===== config.mk =====
export PLATFORM = sky130hd
export DESIGN_NAME = expert_test_control_bank
export DESIGN_NICKNAME = d
export VERILOG_FILES = /design/src/hw/expert_test_pkg.sv /design/src/hw/expert_test_control_bank.sv
export VERILOG_INCLUDE_DIRS = /design/src /design/src/hw
export SDC_FILE = /design/constraint.sdc
export NUM_CORES = 1
export LEC_CHECK = 0
export ABC_AREA = 0
export BUFFER_PORTS_ARGS = -buffer_cell sky130_fd_sc_hd__buf_4
export CAP_MARGIN = 10
export CORE_MARGIN = 2
export CORE_UTILIZATION = 46
export DETAILED_ROUTE_END_ITERATION = 8
export MAX_ROUTING_LAYER = met4
export PLACE_DENSITY = 0.76
export SYNTH_ARGS = -nofsm -noshare
export SYNTH_HDL_FRONTEND = slang
export SYNTH_SLANG_ARGS = --single-unit

===== constraint.sdc =====
create_clock -name REF_CLK_I -period 1.5 [get_ports REF_CLK_I]
set_clock_uncertainty 0.1 [all_clocks]
set_input_delay 0.3 -clock REF_CLK_I [delete_from_list [all_inputs] [get_ports REF_CLK_I]]
set_output_delay 0.3 -clock REF_CLK_I [all_outputs]
set_load 0.01 [all_outputs]

===== src/hw/expert_test_regs.svh =====
`ifndef EXPERT_TEST_REGS_SVH
`define EXPERT_TEST_REGS_SVH

// Register offsets on the serial control interface
`define OFS_FINE_TUNE_CONTROLS 7'h34
`define OFS_DIAG_DIGITAL_SELECT 7'h35
`define OFS_DIAG_ANALOG_SELECT 7'h36
`define OFS_DIAG_REGULATOR_FORCE 7'h37
`define OFS_DIAG_BLOCK_FORCE 7'h38

// Reset values
`define RST_BANK 8'h00

// Writable bits of the fine tune register, upper nibble reads zero
`define FINE_TUNE_WMASK 8'h0f

// Fine tune register fields
`define FT_BUFFER_CAL_BIT 3
`define FT_REG_MODE_BIT 2
`define FT_PHASE_LIMIT_BIT 1
`define FT_PROTECT_CAL_BIT 0

// Digital select register fields
`define DD_MULTITONE_BIT 7
`define DD_PROBE_MSB 6
`define DD_PROBE_LSB 4
`define DD_RX_PROBE_MSB 3
`define DD_RX_PROBE_LSB 0

// Analog select register fields
`define DA_LOW_VOLT_BIT 7
`define DA_PROBE_MSB 6
`define DA_PROBE_LSB 4
`define DA_SUPPLY_OFF_BIT 3
`define DA_PLL_CFG_MSB 2
`define DA_PLL_CFG_LSB 1
`define DA_OSC_TEST_BIT 0

// Regulator force register fields
`define RF_OSC_ON_BIT 7
`define RF_PLL_ON_BIT 6
`define RF_AMP_ON_BIT 5
`define RF_OSC_RDY_BIT 4
`define RF_PLL_RDY_BIT 3
`define RF_AMP_RDY_BIT 2
`define RF_LOCK_BIT 1
`define RF_XTAL_RDY_BIT 0

// Block force register: bits 7..1 enable blocks, bit 0 step bypass
`define BF_ENABLE_MSB 7
`define BF_ENABLE_LSB 1
`define BF_STEP_BYPASS_BIT 0

// Demodulator delay line lengths per select code
`define DELAY_LEN_00 6'd40
`define DELAY_LEN_01 6'd13
`define DELAY_LEN_10 6'd20
`define DELAY_LEN_11 6'd7

// RSSI filter added capacitance in pF per trim code
`define CAP_PF_00 4'd0
`define CAP_PF_01 4'd2
`define CAP_PF_10 4'd5
`define CAP_PF_11 4'd12

`endif


===== src/hw/expert_test_pkg.sv =====
package expert_test_pkg;

  typedef logic [6:0] reg_addr_t;
  typedef logic [7:0] reg_byte_t;
  typedef logic [5:0] delay_len_t;
  typedef logic [3:0] cap_pf_t;
  typedef logic [2:0] probe_sel_t;
  typedef logic [3:0] rx_probe_t;
  typedef logic [1:0] sel2_t;
  typedef logic [6:0] block_en_t;

endpackage


===== src/hw/expert_test_control_bank.sv =====
// Overview of operation
// - Demod select upper bit picks 300/600 kHz centre; lower bit picks input range.
// - Delay line length is 40, 13, 20 or 7 elements for codes 00..11.
// - RSSI trim adds none, 2, 5 or 12 pF for codes 00..11.
// - Test-buffer calibration bit high switches the calibration path on.
// - Mode bit zero: regulator force bits are ORed onto normal control lines.
// - Mode bit one: force bits 7..5 replace normal supply lines; status force bits 4..0 are still ORed.
// - Phase-trim limit bit zero searches all; one excludes certain phase trims.
// - Protect bit one delays requested PLL startup until timer calibration ends.
// - Every test register bit clears to zero at power-up.
// - Digital select bit 7 enables channel filter multi-tone testing.
// - Digital select bits 6..4 pick probe signals; low bits pick receive probes.
// - Analog select holds probe select, digital supply off, PLL test, oscillator test.
// - Regulator force bits 7, 6, 5 enable oscillator, PLL and amplifier supplies.
// - Regulator force bits 4..0 force supply ready, lock and crystal ready asserted.
// - Forced status lets startup sequences proceed despite a failing block.
// - Block force bits 7..1 enable oscillator, divider, detector, clock, TX, bandgap, RX.
// - Block force bit 0 enables amplifier step-decoding bypass test mode.
`timescale 1ns/1ps
`include "expert_test_regs.svh"

module expert_test_control_bank (
  input wire logic REF_CLK_I,
  input wire logic RST_I,
  // Register port from the serial interface decoder
  input wire logic REG_WR_I,
  input wire logic REG_RD_I,
  input wire expert_test_pkg::reg_addr_t REG_ADDR_I,
  input wire expert_test_pkg::reg_byte_t REG_WDATA_I,
  output logic [7:0] REG_RDATA_O,
  output logic REG_RVALID_O,
  output logic REG_HIT_O,
  // Demodulator and RSSI fields of the preceding expert register
  input wire expert_test_pkg::sel2_t DEMOD_SEL_I,
  input wire expert_test_pkg::sel2_t RSSI_FILTER_CAP_TRIM_I,
  output logic DEMOD_CENTRE_600K_O,
  output logic DEMOD_WIDE_RANGE_O,
  output logic [5:0] DEMOD_DELAY_LEN_O,
  output logic [3:0] RSSI_CAP_PF_O,
  // Fine tune controls
  output logic BUFFER_CAL_PATH_ON_O,
  output logic PHASE_TRIM_LIMIT_O,
  input wire logic PLL_START_REQ_I,
  input wire logic TIMER_CAL_BUSY_I,
  output logic PLL_START_O,
  // Digital and analog probe selection
  output logic FILTER_MULTITONE_TEST_O,
  output logic [2:0] DIGITAL_PROBE_SELECT_O,
  output logic [3:0] RECEIVE_PROBE_SELECT_O,
  output logic IF_BUFFER_LOW_VOLTAGE_O,
  output logic [2:0] ANALOG_PROBE_SELECT_O,
  output logic DIGITAL_SUPPLY_OFF_O,
  output logic [1:0] PLL_TEST_CONFIG_O,
  output logic OSCILLATOR_TEST_ENABLE_O,
  // Regulator control
  input wire logic NORMAL_OSC_SUPPLY_I,
  input wire logic NORMAL_PLL_SUPPLY_I,
  input wire logic NORMAL_AMP_SUPPLY_I,
  output logic OSC_SUPPLY_EN_O,
  output logic PLL_SUPPLY_EN_O,
  output logic AMP_SUPPLY_EN_O,
  // Status seen by the startup sequencers
  input wire logic OSC_SUPPLY_READY_I,
  input wire logic PLL_SUPPLY_READY_I,
  input wire logic AMP_SUPPLY_READY_I,
  input wire logic PLL_LOCK_I,
  input wire logic CRYSTAL_READY_I,
  output logic OSC_SUPPLY_READY_O,
  output logic PLL_SUPPLY_READY_O,
  output logic AMP_SUPPLY_READY_O,
  output logic PLL_LOCK_O,
  output logic CRYSTAL_READY_O,
  // Block enables, bit 6 oscillator down to bit 0 receiver
  input wire expert_test_pkg::block_en_t NORMAL_BLOCK_EN_I,
  output logic OSC_BLOCK_ENABLE_O,
  output logic DIVIDER_ENABLE_O,
  output logic PHASE_DETECTOR_ENABLE_O,
  output logic PLL_CLOCK_ENABLE_O,
  output logic TX_SECTION_ENABLE_O,
  output logic RECEIVE_BANDGAP_ENABLE_O,
  output logic RECEIVER_ENABLE_O,
  output logic AMP_STEP_BYPASS_O
);
  import expert_test_pkg::*;

  // Regulator drive: OR mode or full replacement mode
  function automatic logic supply_drive(input logic normal, input logic force_on, input logic replace);
    supply_drive = replace ? force_on : (normal | force_on);
  endfunction

  // Delay line length for a demodulator select code
  function automatic delay_len_t delay_len(input sel2_t sel);
    unique case (sel)
      2'b00: delay_len = `DELAY_LEN_00;
      2'b01: delay_len = `DELAY_LEN_01;
      2'b10: delay_len = `DELAY_LEN_10;
      2'b11: delay_len = `DELAY_LEN_11;
    endcase
  endfunction

  // Added RSSI capacitance for a trim code
  function automatic cap_pf_t cap_pf(input sel2_t sel);
    unique case (sel)
      2'b00: cap_pf = `CAP_PF_00;
      2'b01: cap_pf = `CAP_PF_01;
      2'b10: cap_pf = `CAP_PF_10;
      2'b11: cap_pf = `CAP_PF_11;
    endcase
  endfunction

  // One-hot register select for an address; all zero when unmapped
  function automatic logic [4:0] reg_select(input reg_addr_t addr);
    unique case (addr)
      `OFS_FINE_TUNE_CONTROLS: reg_select = 5'h01;
      `OFS_DIAG_DIGITAL_SELECT: reg_select = 5'h02;
      `OFS_DIAG_ANALOG_SELECT: reg_select = 5'h04;
      `OFS_DIAG_REGULATOR_FORCE: reg_select = 5'h08;
      `OFS_DIAG_BLOCK_FORCE: reg_select = 5'h10;
      default: reg_select = 5'h00;
    endcase
  endfunction

  reg_byte_t fine_tune_controls_r, fine_tune_controls_nxt;
  reg_byte_t diag_digital_select_r, diag_digital_select_nxt;
  reg_byte_t diag_analog_select_r, diag_analog_select_nxt;
  reg_byte_t diag_regulator_force_r, diag_regulator_force_nxt;
  reg_byte_t diag_block_force_r, diag_block_force_nxt;
  reg_byte_t rdata_r, rdata_nxt;
  logic rvalid_r, rvalid_nxt;
  logic hit_r, hit_nxt;
  logic addr_hit;
  logic [4:0] reg_sel;

  // Address decode shared by reads and writes
  always_comb begin
    reg_sel = reg_select(REG_ADDR_I);
    addr_hit = |reg_sel;
  end

  // Register writes and read data
  always_comb begin
    fine_tune_controls_nxt = fine_tune_controls_r;
    diag_digital_select_nxt = diag_digital_select_r;
    diag_analog_select_nxt = diag_analog_select_r;
    diag_regulator_force_nxt = diag_regulator_force_r;
    diag_block_force_nxt = diag_block_force_r;
    rdata_nxt = rdata_r;
    rvalid_nxt = REG_RD_I;
    hit_nxt = (REG_RD_I | REG_WR_I) & addr_hit;
    // Writes to unmapped addresses select nothing and are dropped
    if (REG_WR_I && reg_sel[0]) begin
      fine_tune_controls_nxt = REG_WDATA_I & `FINE_TUNE_WMASK;
    end
    if (REG_WR_I && reg_sel[1]) begin
      diag_digital_select_nxt = REG_WDATA_I;
    end
    if (REG_WR_I && reg_sel[2]) begin
      diag_analog_select_nxt = REG_WDATA_I;
    end
    if (REG_WR_I && reg_sel[3]) begin
      diag_regulator_force_nxt = REG_WDATA_I;
    end
    if (REG_WR_I && reg_sel[4]) begin
      diag_block_force_nxt = REG_WDATA_I;
    end
    // A read returns the old value even when a write hits the same cycle; unmapped reads zero
    if (REG_RD_I) begin
      rdata_nxt = ({8{reg_sel[0]}} & fine_tune_controls_r) | ({8{reg_sel[1]}} & diag_digital_select_r)
                | ({8{reg_sel[2]}} & diag_analog_select_r) | ({8{reg_sel[3]}} & diag_regulator_force_r)
                | ({8{reg_sel[4]}} & diag_block_force_r);
    end
  end

  // Register state, cleared at reset
  always_ff @(posedge REF_CLK_I) begin
    if (RST_I) begin
      fine_tune_controls_r <= `RST_BANK;
      diag_digital_select_r <= `RST_BANK;
      diag_analog_select_r <= `RST_BANK;
      diag_regulator_force_r <= `RST_BANK;
      diag_block_force_r <= `RST_BANK;
      rdata_r <= 8'h00;
      rvalid_r <= 1'b0;
      hit_r <= 1'b0;
    end else begin
      fine_tune_controls_r <= fine_tune_controls_nxt;
      diag_digital_select_r <= diag_digital_select_nxt;
      diag_analog_select_r <= diag_analog_select_nxt;
      diag_regulator_force_r <= diag_regulator_force_nxt;
      diag_block_force_r <= diag_block_force_nxt;
      rdata_r <= rdata_nxt;
      rvalid_r <= rvalid_nxt;
      hit_r <= hit_nxt;
    end
  end

  assign REG_RDATA_O = rdata_r;
  assign REG_RVALID_O = rvalid_r;
  assign REG_HIT_O = hit_r;

  // Derived control outputs, next values
  logic centre_nxt, wide_nxt, buf_cal_nxt, phase_lim_nxt, pll_start_nxt;
  delay_len_t delay_nxt;
  cap_pf_t cap_nxt;
  logic osc_sup_nxt, pll_sup_nxt, amp_sup_nxt;
  logic [4:0] ready_nxt;
  block_en_t block_nxt;
  logic replace_mode;
  logic multitone_nxt;
  probe_sel_t dprobe_nxt;
  rx_probe_t rx_probe_nxt;
  logic low_volt_nxt;
  probe_sel_t aprobe_nxt;
  logic supply_off_nxt;
  sel2_t pll_cfg_nxt;
  logic osc_test_nxt;
  logic step_bypass_nxt;

  always_comb begin
    replace_mode = fine_tune_controls_r[`FT_REG_MODE_BIT];
    // Demodulator and RSSI decode of the preceding register's fields
    centre_nxt = DEMOD_SEL_I[1];
    wide_nxt = DEMOD_SEL_I[0];
    delay_nxt = delay_len(DEMOD_SEL_I);
    cap_nxt = cap_pf(RSSI_FILTER_CAP_TRIM_I);
    buf_cal_nxt = fine_tune_controls_r[`FT_BUFFER_CAL_BIT];
    phase_lim_nxt = fine_tune_controls_r[`FT_PHASE_LIMIT_BIT];
    // Hold PLL start off while protected timer calibration runs
    pll_start_nxt = PLL_START_REQ_I & ~(fine_tune_controls_r[`FT_PROTECT_CAL_BIT] & TIMER_CAL_BUSY_I);
    // Supply enables: force bits add to or replace the normal lines
    osc_sup_nxt = supply_drive(NORMAL_OSC_SUPPLY_I, diag_regulator_force_r[`RF_OSC_ON_BIT], replace_mode);
    pll_sup_nxt = supply_drive(NORMAL_PLL_SUPPLY_I, diag_regulator_force_r[`RF_PLL_ON_BIT], replace_mode);
    amp_sup_nxt = supply_drive(NORMAL_AMP_SUPPLY_I, diag_regulator_force_r[`RF_AMP_ON_BIT], replace_mode);
    // Forced status bits make sequencers see ready
    ready_nxt = {OSC_SUPPLY_READY_I, PLL_SUPPLY_READY_I, AMP_SUPPLY_READY_I, PLL_LOCK_I, CRYSTAL_READY_I}
                | diag_regulator_force_r[`RF_OSC_RDY_BIT:`RF_XTAL_RDY_BIT];
    // Block enables: force bits can only add to the normal lines
    block_nxt = NORMAL_BLOCK_EN_I | diag_block_force_r[`BF_ENABLE_MSB:`BF_ENABLE_LSB];
  end

  // Probe and test selections taken straight from the diagnostic registers
  always_comb begin
    multitone_nxt = diag_digital_select_r[`DD_MULTITONE_BIT];
    dprobe_nxt = diag_digital_select_r[`DD_PROBE_MSB:`DD_PROBE_LSB];
    rx_probe_nxt = diag_digital_select_r[`DD_RX_PROBE_MSB:`DD_RX_PROBE_LSB];
    // Low-voltage buffer bit is only passed on; the host decides when it is needed
    low_volt_nxt = diag_analog_select_r[`DA_LOW_VOLT_BIT];
    aprobe_nxt = diag_analog_select_r[`DA_PROBE_MSB:`DA_PROBE_LSB];
    supply_off_nxt = diag_analog_select_r[`DA_SUPPLY_OFF_BIT];
    pll_cfg_nxt = diag_analog_select_r[`DA_PLL_CFG_MSB:`DA_PLL_CFG_LSB];
    osc_test_nxt = diag_analog_select_r[`DA_OSC_TEST_BIT];
    step_bypass_nxt = diag_block_force_r[`BF_STEP_BYPASS_BIT];
  end

  // Output flip-flops
  always_ff @(posedge REF_CLK_I) begin
    if (RST_I) begin
      DEMOD_CENTRE_600K_O <= 1'b0;
      DEMOD_WIDE_RANGE_O <= 1'b0;
      DEMOD_DELAY_LEN_O <= `DELAY_LEN_00;
      RSSI_CAP_PF_O <= `CAP_PF_00;
      BUFFER_CAL_PATH_ON_O <= 1'b0;
      PHASE_TRIM_LIMIT_O <= 1'b0;
      PLL_START_O <= 1'b0;
      FILTER_MULTITONE_TEST_O <= 1'b0;
      DIGITAL_PROBE_SELECT_O <= 3'h0;
      RECEIVE_PROBE_SELECT_O <= 4'h0;
      IF_BUFFER_LOW_VOLTAGE_O <= 1'b0;
      ANALOG_PROBE_SELECT_O <= 3'h0;
      DIGITAL_SUPPLY_OFF_O <= 1'b0;
      PLL_TEST_CONFIG_O <= 2'h0;
      OSCILLATOR_TEST_ENABLE_O <= 1'b0;
      OSC_SUPPLY_EN_O <= 1'b0;
      PLL_SUPPLY_EN_O <= 1'b0;
      AMP_SUPPLY_EN_O <= 1'b0;
      {OSC_SUPPLY_READY_O, PLL_SUPPLY_READY_O, AMP_SUPPLY_READY_O, PLL_LOCK_O, CRYSTAL_READY_O} <= 5'h00;
      {OSC_BLOCK_ENABLE_O, DIVIDER_ENABLE_O, PHASE_DETECTOR_ENABLE_O, PLL_CLOCK_ENABLE_O,
       TX_SECTION_ENABLE_O, RECEIVE_BANDGAP_ENABLE_O, RECEIVER_ENABLE_O} <= 7'h00;
      AMP_STEP_BYPASS_O <= 1'b0;
    end else begin
      DEMOD_CENTRE_600K_O <= centre_nxt;
      DEMOD_WIDE_RANGE_O <= wide_nxt;
      DEMOD_DELAY_LEN_O <= delay_nxt;
      RSSI_CAP_PF_O <= cap_nxt;
      BUFFER_CAL_PATH_ON_O <= buf_cal_nxt;
      PHASE_TRIM_LIMIT_O <= phase_lim_nxt;
      PLL_START_O <= pll_start_nxt;
      FILTER_MULTITONE_TEST_O <= multitone_nxt;
      DIGITAL_PROBE_SELECT_O <= dprobe_nxt;
      RECEIVE_PROBE_SELECT_O <= rx_probe_nxt;
      IF_BUFFER_LOW_VOLTAGE_O <= low_volt_nxt;
      ANALOG_PROBE_SELECT_O <= aprobe_nxt;
      DIGITAL_SUPPLY_OFF_O <= supply_off_nxt;
      PLL_TEST_CONFIG_O <= pll_cfg_nxt;
      OSCILLATOR_TEST_ENABLE_O <= osc_test_nxt;
      OSC_SUPPLY_EN_O <= osc_sup_nxt;
      PLL_SUPPLY_EN_O <= pll_sup_nxt;
      AMP_SUPPLY_EN_O <= amp_sup_nxt;
      {OSC_SUPPLY_READY_O, PLL_SUPPLY_READY_O, AMP_SUPPLY_READY_O, PLL_LOCK_O, CRYSTAL_READY_O} <= ready_nxt;
      {OSC_BLOCK_ENABLE_O, DIVIDER_ENABLE_O, PHASE_DETECTOR_ENABLE_O, PLL_CLOCK_ENABLE_O,
       TX_SECTION_ENABLE_O, RECEIVE_BANDGAP_ENABLE_O, RECEIVER_ENABLE_O} <= block_nxt;
      AMP_STEP_BYPASS_O <= step_bypass_nxt;
    end
  end

endmodule


==> results of run 1 <==
## registers in the layout, summed over array words and instances, names as in the netlist, 2 cells and up
name	cells
ANALOG_PROBE_SELECT_O	3
DEMOD_DELAY_LEN_O	6
DIGITAL_PROBE_SELECT_O	3
PLL_TEST_CONFIG_O	2
RECEIVE_PROBE_SELECT_O	4
REG_RDATA_O	8
RSSI_CAP_PF_O	4
diag_analog_select_r	8
diag_block_force_r	8
diag_digital_select_r	8
diag_regulator_force_r	8
fine_tune_controls_r	4
## cells in the mapped netlist
library cell / instances / area, sq um
sky130_fd_sc_hd__o211ai_1: 4 / 30.0
sky130_fd_sc_hd__a211oi_1: 1 / 7.51
sky130_fd_sc_hd__a32o_1: 4 / 40.0
sky130_fd_sc_hd__nor3_1: 6 / 30.0
sky130_fd_sc_hd__inv_2: 2 / 7.51
sky130_fd_sc_hd__nand3b_1: 5 / 37.5
sky130_fd_sc_hd__nor4_4: 3 / 63.8
sky130_fd_sc_hd__nand2_1: 8 / 30.0
sky130_fd_sc_hd__dfxtp_1: 93 / 1860
sky130_fd_sc_hd__o21ai_0: 1 / 5.00
sky130_fd_sc_hd__nor2b_1: 26 / 163
sky130_fd_sc_hd__a22oi_1: 4 / 30.0
sky130_fd_sc_hd__nor4_1: 1 / 6.26
sky130_fd_sc_hd__a21oi_1: 4 / 20.0
sky130_fd_sc_hd__nor2_1: 75 / 282
sky130_fd_sc_hd__mux2_2: 4 / 45.0
sky130_fd_sc_hd__buf_2: 3 / 15.0
sky130_fd_sc_hd__a311oi_1: 4 / 35.0
sky130_fd_sc_hd__buf_1: 4 / 15.0
sky130_fd_sc_hd__nand3b_4: 1 / 20.0
sky130_fd_sc_hd__nor3b_1: 2 / 15.0
sky130_fd_sc_hd__nor4bb_1: 1 / 10.0
sky130_fd_sc_hd__nor4_2: 1 / 12.5
sky130_fd_sc_hd__nand2b_1: 2 / 12.5
sky130_fd_sc_hd__inv_1: 5 / 18.8
sky130_fd_sc_hd__clkbuf_1: 9 / 33.8
sky130_fd_sc_hd__a22o_1: 4 / 35.0
sky130_fd_sc_hd__or2_2: 1 / 6.26
sky130_fd_sc_hd__mux2i_1: 40 / 400
sky130_fd_sc_hd__and2_1: 2 / 12.5
## area by class of cell
cell class                      instances  area share
Sequential cell                        93       0.408
Multi-Input combinational cell        204       0.297
Timing Repair Buffer                  124       0.211
Clock buffer                           10      0.0302
Tap cell                               96      0.0264
Clock inverter                          6      0.0206
Inverter                                7     0.00576
## routing by layer
layer | wire length (um) | global-route usage | vias up | share of wire
met2 | 3390 | 0.301 | 87 | 0.45
met5 | 0 | - | - | 0
met3 | 494 | 0.0420 | 11 | 0.066
met4 | 119 | 0.107 | 0 | 0.016
met1 | 3490 | 0.259 | 1188 | 0.47
li1 | - | - | 1315 | -
## power by group through the flow
stage / clock network (W) / logic, W / registers (W)
5_1_grt: 0.00200 / 0.000444 / 0.00254
2_1_floorplan: 0 / 0.000141 / 0.00262
3_3_place_gp: 0 / 0.000397 / 0.00259
3_5_place_dp: 0 / 0.000405 / 0.00259
6_report: 0.00186 / 0.000410 / 0.00254
4_1_cts: 0.00190 / 0.000413 / 0.00254
## kinds of logic (layout without fill, tap and decap cells)
kind of cell / Yosys count / after routing / share of synthesized area
AOI/OAI and AO/OA: 26 / 26 / 0.0614
buffers and inverters: 23 / 147 / 0.0273
DFF: 93 / 93 / 0.564
muxes: 44 / 44 / 0.135
and+or+nand+nor: 134 / 134 / 0.212
## through the flow
step,hold WS (ns),std cells,setup TNS [ns],power (W)
detailed placement,0.370,521,-5.17,0.00300
floorplan,0.272,320,-3.33,0.00276
global placement,0.369,521,-3.71,0.00299
finish,0.0160,540,0,0.00481
CTS,0.00177,540,0,0.00485
global route,0.00412,540,0,0.00498
## worst paths after layout
path	cells past startpoint	start	to
setup / recovery	6	REG_ADDR_I[6]	diag_block_force_r[4]
hold / removal	2	TIMER_CAL_BUSY_I	PLL_START_O
setup reg to reg	4	diag_regulator_force_r[0]	REG_RDATA_O[0]
hold reg to reg	2	REG_RDATA_O[1]	REG_RDATA_O[1]
## worst max-delay path, cell delays in order
cell	delay (ns)
sky130_fd_sc_hd__buf_4	0.11
sky130_fd_sc_hd__nand3b_4	0.23
sky130_fd_sc_hd__nor4bb_2	0.33
sky130_fd_sc_hd__buf_4	0.25
sky130_fd_sc_hd__mux2i_1	0.21
sky130_fd_sc_hd__nor2_1	0.05
## timing repair
| action | CTS | global route |
|---|---|---|
| gates resized for setup | 0 | 0 |
| hold buffers | 3 | 0 |
| endpoints found under the hold margin | 3 | 0 |
==> results_dict.tcl, run 1 <==
set metrics [dict create \
    slew_headroom 0.691 \
    syn_nets 360 \
    start_kind "input pin" \
    worst_setup_path_end_kind "register" \
    worstHoldPathType "input pin to register" \
    row_count 30 \
    number_of_antenna_cells_inserted 0 \
    final.min_clock_period_ns 1.36 \
    clock-root-buffer "sky130_fd_sc_hd__clkbuf_8" \
    synth_cells 320 \
    port_buffers 96 \
    timing.final.max_slew_violations 0 \
    pre_cts_slack_ns -0.232 \
    floorplan.initialDensity 0.481 \
    fill_cells 545 \
    arrival_ns 1.49 \
    ios 97 \
    worst_ir_drop_vdd_uv 540 \
    instance_area_after_placement_sq_um 4300 \
    routed_via_density 4.82 \
    groute.usage.overall 0.203 \
    antenna_left 0 \
    worst-path-max-fanout 8 \
    postCtsSetupRepairBufs 0 \
    clock_power_share 0.387 \
    p_per_area_nw_per_um2 1060 \
    clkSlewWorstSetupHoldPaths_ns 0.09 \
    post-dp-hpwl_um 5450 \
    number_of_antenna_violations_at_the_first_check_in_global_routing 0 \
    cts_max_path_buffers 2 \
    design.die.area_sq_um 7870 \
    cell_internal_pwr_w 0.00372 \
    residual_overflow_from_global_routing 0 \
    post-route-period-util 0.907 \
    netlist_area_pre_place_sq_um 3300 \
    die-height_um 88.7 \
    p_comb_frac 0.085 \
    yosys_warnings 0 \
    drc_errors 0 \
    sequentialPowerShare 0.527 \
    clock_tree_from_tritoncts "done" \
    maxClockFrequency_mhz 735 \
    finish.instance_area_sq_um 4560 \
    data_required_time_at_the_worst_endpoint_ns 1.63 \
    grt_first_pass_wirelength_um 11600 \
    setup_repair_after_global_routing_missed_its_margin "no" \
    fin_util 0.664 \
    total_leakage_power_nw 1.92 \
    tritoncts_num_sinks 93 \
    synth_cell_type_count 30 \
    post_synthesis_sequential_element_count 93 \
    drt_wl_total_um 7500 \
    die_width_um 88.7 \
    num-nets-final 479 \
    cap_violations 0 \
    synth.yosys.seq_area_share 0.564 \
    drive_gt1_frac 0.338 \
    setup_violations 0 \
    layout.area.seq_sq_um 1860 \
    number_of_global_route_vias_before_repair 2362 \
    worst-slew-pin-transition_ns 0.464 \
    vias 2601 \
    drt_pass1_iterations 4 \
    power.switching_w 0.00109 \
    routed_wire_length_per_instance_um 13.9 \
    switching_share 0.226 \
    final.setup.worst_slack_ns 0.140 \
    grt_max_degree 50 \
    cts_htree_levels 3 \
    layout_commonest_cell "sky130_fd_sc_hd__buf_4" \
    syn_area_per_cell_sq_um 10.3 \
    clk_latency_ns 0.36 \
    layout-area-overhead-vs-synth_pct 38.1 \
    layout_common_cells "sky130_fd_sc_hd__buf_4 (119), sky130_fd_sc_hd__dfxtp_1 (93), sky130_fd_sc_hd__nor2_1 (75)" \
    r2r_slack_ns 0.34 \
    final-hold-violation-count 0 \
    outcome "finished, final reports clean" \
    dr.first_iter.drc_count 124 \
    gp_congestion 0.832 \
    core_region_area_sq_um 6870 \
    number_of_clock_buffers_inserted_by_tritoncts 9 \
    multi_input_comb_area_sq_um 1360 \
    critical_path_class "input pin to register" \
]
No activity file was read; power rests on OpenSTA's default activity.
==> run 2, diff against run 1 <==
Settings changed: ABC_AREA 0 to 1, CTS_CLUSTER_DIAMETER set to 40.
==> results_dict.tcl, run 2 <==
set metrics [dict create \
    design.die.area_sq_um 8030 \
    cts_max_path_buffers 2 \
    grt_first_pass_wirelength_um 12800 \
    worstHoldPathType "input pin to register" \
    path_cells "buf_4" \
    die-height_um 89.6 \
    slew_headroom 0.807 \
    critical-path-max-stage-delay_ns 0.36 \
    cp.buffers_inverters 1 \
    row_count 31 \
    outcome "finished, final reports clean" \
    dr.first_iter.drc_count 141 \
    syn_area_per_cell_sq_um 8.19 \
    layout_commonest_cell "sky130_fd_sc_hd__buf_4" \
    worst-slew-pin-transition_ns 0.289 \
    yosys_warnings 0 \
    timing.final.max_slew_violations 0 \
    synth_cells 412 \
    synth-edff-count 0 \
    final.setup.worst_slack_ns 0.270 \
    setup_repair_after_global_routing_missed_its_margin "no" \
    post-dp-hpwl_um 6110 \
    num-nets-final 557 \
    most_frequent_cells_after_synthesis "sky130_fd_sc_hd__dfxtp_1 (93), sky130_fd_sc_hd__nor2_1 (77), sky130_fd_sc_hd__inv_1 (65), sky130_fd_sc_hd__o21ai_0 (39), sky130_fd_sc_hd__a21oi_1 (38)" \
    synth.yosys.seq_area_share 0.552 \
    floorplan.initialDensity 0.470 \
    postSynth.asyncResetShare 0 \
    post_synthesis_sequential_element_count 93 \
    worst_ir_drop_vdd_uv 460 \
    netlist_area_pre_place_sq_um 3370 \
    synth_cell_type_count 22 \
    timing.setup.tns_ns 0 \
    drt_wl_total_um 8100 \
    p_per_area_nw_per_um2 1000 \
    core_region_area_sq_um 7180 \
    synthTopCellsByArea "sky130_fd_sc_hd__dfxtp_1 (55%), sky130_fd_sc_hd__nor2_1 (8.6%), sky130_fd_sc_hd__inv_1 (7.2%)" \
    setup_violations 0 \
    residual_overflow_from_global_routing 0 \
    cts_htree_levels 3 \
    routed_via_density 4.71 \
    instance_area_after_placement_sq_um 4260 \
    crit_family "flip-flops" \
    grt_max_degree 42 \
    drive_gt1_frac 0.276 \
    drt_pass1_iterations 4 \
    pre_cts_slack_ns -0.0720 \
    syn_nets 452 \
    clock_tree_from_tritoncts "done" \
    layout_common_cells "sky130_fd_sc_hd__buf_4 (109), sky130_fd_sc_hd__dfxtp_1 (93), sky130_fd_sc_hd__nor2_1 (77)" \
    gp_congestion 0.875 \
    yosys.cell_count.top_type "sky130_fd_sc_hd__dfxtp_1" \
    worst-path-max-fanout 2 \
    start_kind "register" \
    final.min_clock_period_ns 1.23 \
    number_of_antenna_violations_at_the_first_check_in_global_routing 0 \
    worst_setup_path_end_kind "output port" \
    total_leakage_power_nw 2.04 \
    antenna_left 0 \
    number_of_clock_buffers_inserted_by_tritoncts 9 \
    port_buffers 96 \
    layout-area-overhead-vs-synth_pct 31.7 \
    drc_errors 0 \
    critical_path_class "register to output port" \
    synth_ff_type "sky130_fd_sc_hd__dfxtp_1" \
    routed_wire_length_per_instance_um 13.0 \
    number_of_global_route_vias_before_repair 2730 \
    final-hold-violation-count 0 \
    data_required_time_at_the_worst_endpoint_ns 1.10 \
    die_width_um 89.6 \
    maxClockFrequency_mhz 813 \
    ios 97 \
    finish.instance_area_sq_um 4440 \
    vias 2924 \
    groute.usage.overall 0.218 \
    post-route-period-util 0.820 \
    cts-resized-gates 0 \
    clkSlewWorstSetupHoldPaths_ns 0.08 \
    crit_path_top_delay_cell "sky130_fd_sc_hd__dfxtp_1" \
    tritoncts_num_sinks 93 \
    clock-root-buffer "sky130_fd_sc_hd__clkbuf_8" \
    total_power_w 0.00445 \
    synth_top_area_frac 0.552 \
    number_of_antenna_cells_inserted 0 \
    arrival_ns 0.83 \
    clk_latency_ns 0.35 \
    post-synth-top-area-cell "sky130_fd_sc_hd__dfxtp_1" \
    cap_violations 0 \
]
[run 2: per-stage QoR]
| stage | hold WS, ns | util | instances |
|---|---|---|---|
| 2_1_floorplan | 0.272 | - | 412 |
| 3_3_place_gp | 0.343 | 0.594 | 604 |
| 3_5_place_dp | 0.340 | 0.594 | 604 |
| 4_1_cts | 0.00381 | 0.619 | 621 |
| 5_1_grt | 0.00665 | 0.619 | 621 |
| 6_report | 0.0124 | 0.619 | 621 |
[run 2: final cells by class]
class / instances / area, sq um
Multi-Input combinational cell: 235 / 1170
Tap cell: 99 / 124
Inverter: 66 / 248
Clock inverter: 1 / 5.00
Timing Repair Buffer: 112 / 868
Clock buffer: 15 / 166
Sequential cell: 93 / 1860
Fill cell: 653 / 2730
[run 2: power breakdown]
part / internal (W) / total [W] / leakage, nW / switching, W
combinational: 0.000195 / 0.000414 / 1.19 / 0.000220
sequential: 0.00252 / 0.00254 / 0.758 / 0.0000202
clock: 0.000695 / 0.00149 / 0.0877 / 0.000799
[run 2: repair_timing]
| action | CTS | global route |
|---|---|---|
| hold buffers | 1 | 0 |
| endpoints found under the hold margin | 1 | 0 |
| setup buffers | 0 | 0 |
[run 2: kinds of logic after synthesis]
kind of cell | Yosys count | synth area share
DFF | 93 | 0.552
buffers and inverters | 84 | 0.102
and+or+nand+nor | 149 | 0.211
AOI/OAI and AO/OA | 86 | 0.135
[run 2: layer usage]
metal,track usage,share of wire,vias to the layer above
li1,-,-,1514
met1,0.254,0.43,1332
met5,-,0,-
met4,0.0597,0.011,0
met3,0.0411,0.042,9
met2,0.384,0.52,69
[run 2: path summary, 6_finish.rpt]
check | start | end | cells after the start | slack, ns
setup / recovery | REG_RDATA_O[7] | REG_RDATA_O[7] | 1 | 0.27
hold / removal | TIMER_CAL_BUSY_I | PLL_START_O | 2 | 0.01
setup reg to reg | diag_block_force_r[3] | REG_RDATA_O[3] | 6 | 0.50
hold reg to reg | diag_analog_select_r[7] | IF_BUFFER_LOW_VOLTAGE_O | 2 | 0.36
